===== src/hw/jac_pkg.sv =====
// constants, types and state codes for the jtag active-configuration control block
package jac_pkg;

    // ------------------------------------------------------------------
    // widths
    // ------------------------------------------------------------------
    localparam int IR_W   = 4;
    localparam int BOOT_W = 22;
    localparam int ADDR_W = BOOT_W + 2;

    typedef logic [IR_W-1:0] jac_instr_t;

    // ------------------------------------------------------------------
    // instruction codes
    // ------------------------------------------------------------------
    localparam jac_instr_t INS_DISENGAGE    = 4'h2;
    localparam jac_instr_t INS_ENGAGE       = 4'h3;
    localparam jac_instr_t INS_PULSE_RELOAD = 4'h4;
    localparam jac_instr_t INS_CLK_ENABLE   = 4'h5;
    localparam jac_instr_t INS_OSC_SELECT   = 4'h6;
    localparam jac_instr_t INS_BOOT_ADDR    = 4'h7;
    localparam jac_instr_t INS_STARTUP      = 4'h8;
    localparam jac_instr_t INS_PROGRAM      = 4'h9;
    localparam jac_instr_t INS_BYPASS       = 4'hf;
    localparam jac_instr_t IR_CAPTURE_VAL   = 4'h1;

    // ------------------------------------------------------------------
    // scheme select codes; every other code is a host-driven scheme
    // ------------------------------------------------------------------
    localparam logic [3:0] SCH_SERIAL_PROM  = 4'h2;
    localparam logic [3:0] SCH_PARALLEL_ROM = 4'h7;

    // ------------------------------------------------------------------
    // reset values and counts
    // ------------------------------------------------------------------
    localparam logic [BOOT_W-1:0] BOOT_UPD_RST     = 22'h00_0000;
    localparam logic [3:0]        USR_REVERT_EDGES = 4'ha;
    localparam logic [8:0]        PINS_RST         = 9'h00e;

    // ------------------------------------------------------------------
    // pin bundle, all asynchronous to core_clk
    // ------------------------------------------------------------------
    typedef struct packed {
        logic [3:0] scheme;
        logic       tck;
        logic       tms;
        logic       tdi;
        logic       reload_n;
        logic       usr_clk;
    } jac_pins_t;

    typedef enum logic [3:0] {
        TAP_RESET, TAP_IDLE,
        TAP_SEL_DR, TAP_CAP_DR, TAP_SH_DR, TAP_EX1_DR, TAP_PA_DR, TAP_EX2_DR, TAP_UP_DR,
        TAP_SEL_IR, TAP_CAP_IR, TAP_SH_IR, TAP_EX1_IR, TAP_PA_IR, TAP_EX2_IR, TAP_UP_IR
    } jac_tap_t;

endpackage


===== src/hw/jac_ctrl.sv =====
// jtag-driven control of the self-loading configuration controllers
`timescale 1ns/100ps

//
// Behaviour
// (RULE1) disengage instruction idles the active self-loading controller
// (RULE2) serial scheme picks serial controller, parallel scheme picks parallel controller
// (RULE3) host issues disengage before jtag programming in self-loading schemes
// (RULE4) host-driven schemes ignore disengage; state stays unchanged
// (RULE5) host keeps instruction order: factory, disengage, program, status, startup, reset
// (RULE6) successful programming reaching user mode re-engages idle controllers
// (RULE7) serial scheme: tap reset or engage instruction re-engages serial controller
// (RULE8) parallel scheme: only engage instruction re-engages; reload pin never does
// (RULE9) engage instruction accepted anytime; re-engages and starts reconfiguration
// (RULE10) host-driven schemes: engage acts as pulse-reload instruction
// (RULE11) reload request pin disabled once engage instruction issued
// (RULE12) host keeps engage instruction as fail-safe only
// (RULE13) oscillator clocks controllers; clock-enable switches to user clock if oscillator runs
// (RULE14) oscillator stops in user mode unless reconfig, remote update or error detect
// (RULE15) user clock runs at twice config clock, at most 80 MHz
// (RULE16) host toggles user clock ten cycles after clock-disable instruction
// (RULE17) user-clock latch cleared only by clock-disable or power-on reset
// (RULE18) boot-address instruction places 22-bit shift register between tdi and tdo
// (RULE19) update register loaded from shift register; capture copies it back
// (RULE20) parallel boot address is register value with two zero bits appended
// (RULE21) with remote update the loaded boot address applies to factory image only
// (RULE22) boot address survives reconfiguration, lost at power-on reset
// (RULE23) power-on reset clears clock latch and restores default boot address
module jac_ctrl
    import jac_pkg::*;
(
    input  wire logic              core_clk,
    input  wire logic              sys_rst,
    input  wire logic              tck,
    input  wire logic              tms,
    input  wire logic              tdi,
    output logic                   tdo,
    output logic                   tdo_en,
    input  wire logic [3:0]        scheme_select_pins,
    input  wire logic              reload_request_n,
    input  wire logic              user_supplied_clock,
    input  wire logic              cfg_user_mode,
    input  wire logic              remote_update_en,
    input  wire logic              error_detect_en,
    input  wire logic              factory_image_sel,
    output logic                   serial_ctrl_idle,
    output logic                   parallel_ctrl_idle,
    output logic                   ctrl_user_mode_pulse,
    output logic                   reconfig_pulse,
    output logic                   reload_pin_disabled,
    output logic                   user_clk_selected,
    output logic                   osc_enable,
    output logic [ADDR_W-1:0]      par_boot_addr,
    output logic                   par_boot_addr_apply
);

    // ------------------------------------------------------------------
    // pin synchroniser: three stages, change taken when stages 2 and 3 agree
    // ------------------------------------------------------------------
    jac_pins_t pins_raw;
    jac_pins_t s1_q;
    jac_pins_t s2_q;
    jac_pins_t s3_q;
    jac_pins_t pin_q;
    jac_pins_t pin_d;

    assign pins_raw = '{scheme: scheme_select_pins, tck: tck, tms: tms, tdi: tdi,
                        reload_n: reload_request_n, usr_clk: user_supplied_clock};
    assign pin_d    = (s2_q & s3_q) | (pin_q & (s2_q ^ s3_q));

    always_ff @(posedge core_clk or posedge sys_rst) begin
        if (sys_rst) begin
            s1_q  <= PINS_RST;
            s2_q  <= PINS_RST;
            s3_q  <= PINS_RST;
            pin_q <= PINS_RST;
        end else begin
            s1_q  <= pins_raw;
            s2_q  <= s1_q;
            s3_q  <= s2_q;
            pin_q <= pin_d;
        end
    end

    // ------------------------------------------------------------------
    // edge detection
    // ------------------------------------------------------------------
    logic tck_rise;
    logic tck_fall;
    logic usr_rise;
    logic reload_fall;
    logic um_rise;
    logic um_q;

    assign tck_rise    = pin_d.tck & ~pin_q.tck;
    assign tck_fall    = ~pin_d.tck & pin_q.tck;
    assign usr_rise    = pin_d.usr_clk & ~pin_q.usr_clk;
    assign reload_fall = ~pin_d.reload_n & pin_q.reload_n;
    assign um_rise     = cfg_user_mode & ~um_q;

    // ------------------------------------------------------------------
    // tap controller
    // ------------------------------------------------------------------
    jac_tap_t tap_q;
    jac_tap_t tap_nx;

    always_comb begin
        unique case (tap_q)
            TAP_RESET:  tap_nx = pin_q.tms ? TAP_RESET  : TAP_IDLE;
            TAP_IDLE:   tap_nx = pin_q.tms ? TAP_SEL_DR : TAP_IDLE;
            TAP_SEL_DR: tap_nx = pin_q.tms ? TAP_SEL_IR : TAP_CAP_DR;
            TAP_CAP_DR: tap_nx = pin_q.tms ? TAP_EX1_DR : TAP_SH_DR;
            TAP_SH_DR:  tap_nx = pin_q.tms ? TAP_EX1_DR : TAP_SH_DR;
            TAP_EX1_DR: tap_nx = pin_q.tms ? TAP_UP_DR  : TAP_PA_DR;
            TAP_PA_DR:  tap_nx = pin_q.tms ? TAP_EX2_DR : TAP_PA_DR;
            TAP_EX2_DR: tap_nx = pin_q.tms ? TAP_UP_DR  : TAP_SH_DR;
            TAP_UP_DR:  tap_nx = pin_q.tms ? TAP_SEL_DR : TAP_IDLE;
            TAP_SEL_IR: tap_nx = pin_q.tms ? TAP_RESET  : TAP_CAP_IR;
            TAP_CAP_IR: tap_nx = pin_q.tms ? TAP_EX1_IR : TAP_SH_IR;
            TAP_SH_IR:  tap_nx = pin_q.tms ? TAP_EX1_IR : TAP_SH_IR;
            TAP_EX1_IR: tap_nx = pin_q.tms ? TAP_UP_IR  : TAP_PA_IR;
            TAP_PA_IR:  tap_nx = pin_q.tms ? TAP_EX2_IR : TAP_PA_IR;
            TAP_EX2_IR: tap_nx = pin_q.tms ? TAP_UP_IR  : TAP_SH_IR;
            TAP_UP_IR:  tap_nx = pin_q.tms ? TAP_SEL_DR : TAP_IDLE;
        endcase
    end

    jac_instr_t        ir_sh_q;
    jac_instr_t        instr_q;
    logic              byp_q;
    logic [BOOT_W-1:0] boot_sh_q;
    logic [BOOT_W-1:0] boot_upd_q;

    // decoded tap events, each one core_clk wide, and the boot_cur instruction decode level
    logic ir_update;
    logic tlr_entry;
    logic boot_cur;
    logic boot_cap;
    logic boot_shift;
    logic boot_update;

    assign ir_update   = tck_rise & (tap_q == TAP_UP_IR);
    assign tlr_entry   = tck_rise & (tap_q != TAP_RESET) & (tap_nx == TAP_RESET);
    assign boot_cur    = (instr_q == INS_BOOT_ADDR);
    assign boot_cap    = tck_rise & boot_cur & (tap_q == TAP_CAP_DR);
    assign boot_shift  = tck_rise & boot_cur & (tap_q == TAP_SH_DR);
    assign boot_update = tck_rise & boot_cur & (tap_q == TAP_UP_DR);

    always_ff @(posedge core_clk or posedge sys_rst) begin
        if (sys_rst) begin
            tap_q   <= TAP_RESET;
            ir_sh_q <= IR_CAPTURE_VAL;
            instr_q <= INS_BYPASS;
            byp_q   <= 1'b0;
        end else if (tck_rise) begin
            tap_q <= tap_nx;
            if (tap_q == TAP_RESET)
                instr_q <= INS_BYPASS;
            else if (tap_q == TAP_UP_IR)
                instr_q <= ir_sh_q;
            if (tap_q == TAP_CAP_IR)
                ir_sh_q <= IR_CAPTURE_VAL;
            else if (tap_q == TAP_SH_IR)
                ir_sh_q <= {pin_q.tdi, ir_sh_q[IR_W-1:1]};
            if (tap_q == TAP_SH_DR)
                byp_q <= pin_q.tdi;
            else if (tap_q == TAP_CAP_DR)
                byp_q <= 1'b0;
        end
    end

    // ------------------------------------------------------------------
    // boot-address registers, cleared only by power-on reset
    // ------------------------------------------------------------------
    always_ff @(posedge core_clk or posedge sys_rst) begin
        if (sys_rst) begin
            boot_sh_q  <= BOOT_UPD_RST;
            boot_upd_q <= BOOT_UPD_RST;                                   // RULE23
        end else begin
            if (boot_cap)
                boot_sh_q <= boot_upd_q;                                  // RULE19
            else if (boot_shift)
                boot_sh_q <= {pin_q.tdi, boot_sh_q[BOOT_W-1:1]};          // RULE18
            if (boot_update)
                boot_upd_q <= boot_sh_q;                                  // RULE19 RULE22
        end
    end

    // tdo changes on the falling tck edge
    always_ff @(posedge core_clk or posedge sys_rst) begin
        if (sys_rst) begin
            tdo    <= 1'b0;
            tdo_en <= 1'b0;
        end else if (tck_fall) begin
            tdo_en <= (tap_q == TAP_SH_DR) | (tap_q == TAP_SH_IR);
            if (tap_q == TAP_SH_IR)
                tdo <= ir_sh_q[0];
            else
                tdo <= boot_cur ? boot_sh_q[0] : byp_q;                   // RULE18
        end
    end

    // ------------------------------------------------------------------
    // controller engage / disengage
    // ------------------------------------------------------------------
    logic is_serial;
    logic is_parallel;
    logic is_host;
    logic ev_disengage;
    logic ev_engage;
    logic ev_pulse;
    logic ev_clk_en;
    logic ev_clk_dis;
    logic any_idle;
    logic pin_reload;

    assign is_serial    = (pin_q.scheme == SCH_SERIAL_PROM);              // RULE2
    assign is_parallel  = (pin_q.scheme == SCH_PARALLEL_ROM);             // RULE2
    assign is_host      = ~is_serial & ~is_parallel;
    assign ev_disengage = ir_update & (ir_sh_q == INS_DISENGAGE);
    assign ev_engage    = ir_update & (ir_sh_q == INS_ENGAGE);
    assign ev_pulse     = ir_update & (ir_sh_q == INS_PULSE_RELOAD);
    assign ev_clk_en    = ir_update & (ir_sh_q == INS_CLK_ENABLE);
    assign ev_clk_dis   = ir_update & (ir_sh_q == INS_OSC_SELECT);
    assign any_idle     = serial_ctrl_idle | parallel_ctrl_idle;
    assign pin_reload   = reload_fall & ~reload_pin_disabled;             // RULE11

    always_ff @(posedge core_clk or posedge sys_rst) begin
        if (sys_rst) begin
            serial_ctrl_idle     <= 1'b0;
            parallel_ctrl_idle   <= 1'b0;
            ctrl_user_mode_pulse <= 1'b0;
            reconfig_pulse       <= 1'b0;
            reload_pin_disabled  <= 1'b0;
            um_q                 <= 1'b0;
        end else begin
            um_q                 <= cfg_user_mode;
            ctrl_user_mode_pulse <= um_rise & any_idle;                   // RULE6
            // reload pin reconfigures and, while low, sets osc_hold_q; it never touches the idle flags
            reconfig_pulse       <= ev_engage | ev_pulse | pin_reload;    // RULE8 RULE9 RULE10
            if (ev_engage)
                reload_pin_disabled <= 1'b1;                              // RULE11
            if (ev_engage | um_rise) begin
                serial_ctrl_idle   <= 1'b0;                               // RULE6 RULE9
                parallel_ctrl_idle <= 1'b0;
            end else if (ev_disengage & ~is_host) begin                   // RULE4
                serial_ctrl_idle   <= serial_ctrl_idle | is_serial;       // RULE1
                parallel_ctrl_idle <= parallel_ctrl_idle | is_parallel;   // RULE1
            end else if (tlr_entry & is_serial) begin
                serial_ctrl_idle   <= 1'b0;                               // RULE7
            end
        end
    end

    // ------------------------------------------------------------------
    // controller clock source and oscillator
    // ------------------------------------------------------------------
    logic       revert_pend_q;
    logic [3:0] revert_cnt_q;
    logic       osc_hold_q;

    always_ff @(posedge core_clk or posedge sys_rst) begin
        if (sys_rst) begin
            user_clk_selected <= 1'b0;                                    // RULE23
            revert_pend_q     <= 1'b0;
            revert_cnt_q      <= 4'h0;
        end else if (ev_clk_dis) begin
            revert_pend_q <= user_clk_selected;
            revert_cnt_q  <= 4'h0;
        end else if (revert_pend_q) begin
            // source switches back only after the user clock has run on
            if (usr_rise & (revert_cnt_q == USR_REVERT_EDGES - 4'h1)) begin
                user_clk_selected <= 1'b0;                                // RULE17
                revert_pend_q     <= 1'b0;
            end else if (usr_rise) begin
                revert_cnt_q <= revert_cnt_q + 4'h1;
            end
        end else if (ev_clk_en & osc_enable) begin
            user_clk_selected <= 1'b1;                                    // RULE13
        end
    end

    always_ff @(posedge core_clk or posedge sys_rst) begin
        if (sys_rst) begin
            osc_hold_q <= 1'b0;
            osc_enable <= 1'b1;                                           // RULE13
        end else begin
            if (reconfig_pulse | ~pin_q.reload_n)
                osc_hold_q <= 1'b1;
            else if (um_rise)
                osc_hold_q <= 1'b0;
            osc_enable <= ~cfg_user_mode | osc_hold_q
                        | remote_update_en | error_detect_en;             // RULE14
        end
    end

    // ------------------------------------------------------------------
    // boot address to the parallel controller
    // ------------------------------------------------------------------
    always_ff @(posedge core_clk or posedge sys_rst) begin
        if (sys_rst) begin
            par_boot_addr       <= {BOOT_UPD_RST, 2'b00};
            par_boot_addr_apply <= 1'b0;
        end else begin
            par_boot_addr       <= {boot_upd_q, 2'b00};                   // RULE20
            par_boot_addr_apply <= ~remote_update_en | factory_image_sel; // RULE21
        end
    end
endmodule


===== config.mk =====
export PLATFORM = sky130hd
export DESIGN_NAME = jac_ctrl
export DESIGN_NICKNAME = d
export VERILOG_FILES = /design/src/hw/jac_pkg.sv /design/src/hw/jac_ctrl.sv
export SDC_FILE = /design/constraint.sdc
export NUM_CORES = 1
export LEC_CHECK = 0
export BUFFER_PORTS_ARGS = -buffer_cell sky130_fd_sc_hd__buf_2
export CORE_MARGIN = 3
export CORE_UTILIZATION = 63
export DETAILED_ROUTE_END_ITERATION = 6
export PLACE_DENSITY = 0.83
export SETUP_SLACK_MARGIN = 0.1
export SLEW_MARGIN = 20
export SYNTH_ARGS = -nofsm -noshare
export SYNTH_HDL_FRONTEND = slang
export SYNTH_SLANG_ARGS = --single-unit

===== constraint.sdc =====
create_clock -name core_clk -period 7 [get_ports core_clk]
set_clock_uncertainty 0.2 [all_clocks]
set_input_delay 0.7 -clock core_clk [delete_from_list [all_inputs] [get_ports core_clk]]
set_output_delay 0.7 -clock core_clk [all_outputs]
set_load 0.01 [all_outputs]

==> out/results.txt <==
Hold_ws: 60.3 ps
Number of global-route vias before repair: 3,297
Total negative slack: 0 ps
Critical path cell sequence: nand2b_1, or4b_1, buf_4, mux2_1
Clock buffer depth: 2
Synth Flop Type: dfrtp_1
Die Area: 0.00944 mm2
Antenna Cells: 0
LEAKAGE: 2.93 nW
Via Count: 3,189
Commonest non-fill, non-tap cell in the layout: dfrtp_1
CTS H-tree depth: 4
Vias per inst: 5.67
Setup Crit Path Kind: reg2reg
# port buffers: 46
Number of antenna violations at the first check in global routing: 0
CP top delay family: simple AND/OR/NAND/NOR gates
Global routing met1 resource utilization: 28.2%
Relative slew slack: 36.1%
CTS Buf Count: 17
Crit path required time: 7200 ps
Max-cap violations: 0
Layout fillers: 439
WP data arrival: 2600 ps
CTS tree: yes
Sequential area share after synthesis: 63.5%
WL per Instance: 16.9 um
Most frequent cells in the layout: 114 x dfrtp_1, 46 x buf_2, 44 x nand2_1
Core Box Area: 0.00789 mm2
Met2 Track Usage GR: 34.9%
RSZ-0062 raised after global routing: no
Tcrit/Tclk final: 34.4%
P&R area growth vs syn: 16.5%
Clock-pin slew on the worst setup and hold paths: 60 ps
Io pins: 49
Largest stage delay, worst path: 690 ps
# DRC: 0
First DRT Iteration DRCs: 254
Post_cts resized: 0
Setup-failing EPs final: 0
Final Hold Vio Count: 0
Final Net Count: 473
VDD IR-drop max: 226 uV
GRT busiest layer: met2
Max Slew Vio Count: 0
YS warnings: 0
PwrDens: 324 mW/mm2
Crit. End Element: register
CP max stage cell: dfrtp_1
Row cnt: 32
Fmax: 0.416 GHz
Hold buffer count at cts: 0
Root buf cell: clkbuf_8
Met3 Use GR: 7.39%
Fin crit period: 2410 ps
Number of synthesized flops with an enable pin: 0
Post-DRT Antenna Nets: 0
Critical path peak fanout: 22
Grt ovf: 0
GP Congestion: 0.808
Largest net degree at the start of global routing: 82
Gate count of the mapped netlist: 399
Syn Area/Cell: 13.1 um2
Global-route wire length before repair: 16.5 mm
Worst slew pin tran: 958 ps
Hold WC Path Type: in2async
Area occupied by multi-input gates: 0.00175 mm2
Postcts setup bufs: 0
Initial DRT Pass Iterations: 4
Starting Density: 66.4%
Worst reg-to-reg setup slack: 4590 ps
Tot Pwr: 1.98 mW
Asr flop ratio synth: 100%
Post-Syn Area: 0.00523 mm2
Post-synthesis cell type count: 55
Total GRT Usage: 22.1%
Worst skew pair latency: 520 ps
#FFs+latches synth: 132
Share of cells above drive strength 1: 27.8%
Sequential cell area: 0.00333 mm2
Total wire length: 9.52 mm
Status: complete, no violations
HPWL after detailed placement: 5.40 mm
Die height: 97.1 um
Clock sinks: 132
Buf+Inv Stages, Crit Path: 1
Die X: 97.1 um
Worst setup SP type: register
## flip-flops by register name, indices dropped and copies added, names as in the netlist, 9 cells and up
| name | count |
|---|---|
| s1_q | 9 |
| s2_q | 9 |
| s3_q | 9 |
| boot_sh_q | 22 |
| par_boot_addr | 22 |
| pin_q | 9 |
| boot_upd_q | 22 |
## routing by layer
layer  routed length (um)  vias to the layer above
li1                     -                     1483
met1                 4040                     1571
met2                 4780                      103
met3                  452                       32
met4                  243                        0
met5                    0                        -
## cells by family (layout without fill, tap and decap cells)
logic type                 count (synthesis)  after routing  share of synthesized area, %
DFF                                      132            132                          63.5
xor gates and xnor gates                   4              4                         0.669
adders and majority gates                 11             11                          2.63
AOI/OAI and AO/OA                         73             73                          8.32
buffers and inverters                     31             91                          3.28
muxes                                     50             50                          11.5
other                                      1              2                        0.0717
and+or+nand+nor                           97             97                          9.95
## per-stage QoR
step	area (um2)	setup slack [ps]	utilization, %	instances
detailed placement	5500	4530	69.7	530
global route	6100	4500	77.3	562
finish	6100	4590	77.3	562
CTS	6100	4630	77.3	562
floorplan	5240	2600	-	400
global placement	5500	4540	69.7	530
## power breakdown
group / internal [mW] / switching, mW / leakage (nW)
clock network: 0.556 / 0.337 / 0.289
logic: 0.0837 / 0.109 / 0.924
registers: 0.817 / 0.0739 / 1.71
## worst paths after layout
check,depth (start not counted),startpoint,endpoint
worst max-delay path,4,tap_q[3],boot_upd_q[15]
worst min-delay path,2,sys_rst,s1_q[6]
worst max register to register,4,tap_q[3],boot_upd_q[15]
worst min register to register,0,s1_q[6],s2_q[6]
max in group asynchronous,3,sys_rst,par_boot_addr[9]
min in group core_clk,1,tdi,s1_q[2]
## area by class of cell
type	instances	share of cell area, %
repair buffers	50	4.27
well taps	102	2.09
clock inverters	14	2.87
multi-input cells	237	28.6
flip-flops and latches	132	54.5
clock buffers	18	7.02
inverters	9	0.595
## synth_stat cells (all sizes together), types with 3 or more instances
| master | count | share of area [%] |
|---|---|---|
| o21ai | 39 | 3.7 |
| nor3 | 4 | 0.57 |
| ha | 11 | 2.6 |
| mux2i | 27 | 5.2 |
| xor2 | 3 | 0.50 |
| mux2 | 23 | 6.4 |
| nor2b | 3 | 0.36 |
| dfstp | 18 | 9.0 |
| nand2 | 44 | 3.2 |
| inv | 9 | 0.65 |
| and4b | 3 | 0.57 |
| a31oi | 3 | 0.36 |
| or4b | 3 | 0.57 |
| nand3b | 4 | 0.57 |
| dfrtp | 114 | 55 |
| and2 | 3 | 0.36 |
| a21oi | 8 | 0.77 |
| and3b | 3 | 0.50 |
| nor2 | 13 | 0.98 |
| clkbuf | 11 | 0.79 |
| a21o | 8 | 1.1 |
| nand2b | 7 | 0.98 |
| buf | 11 | 1.8 |
Note: power is estimated with default switching activity, not from simulation.
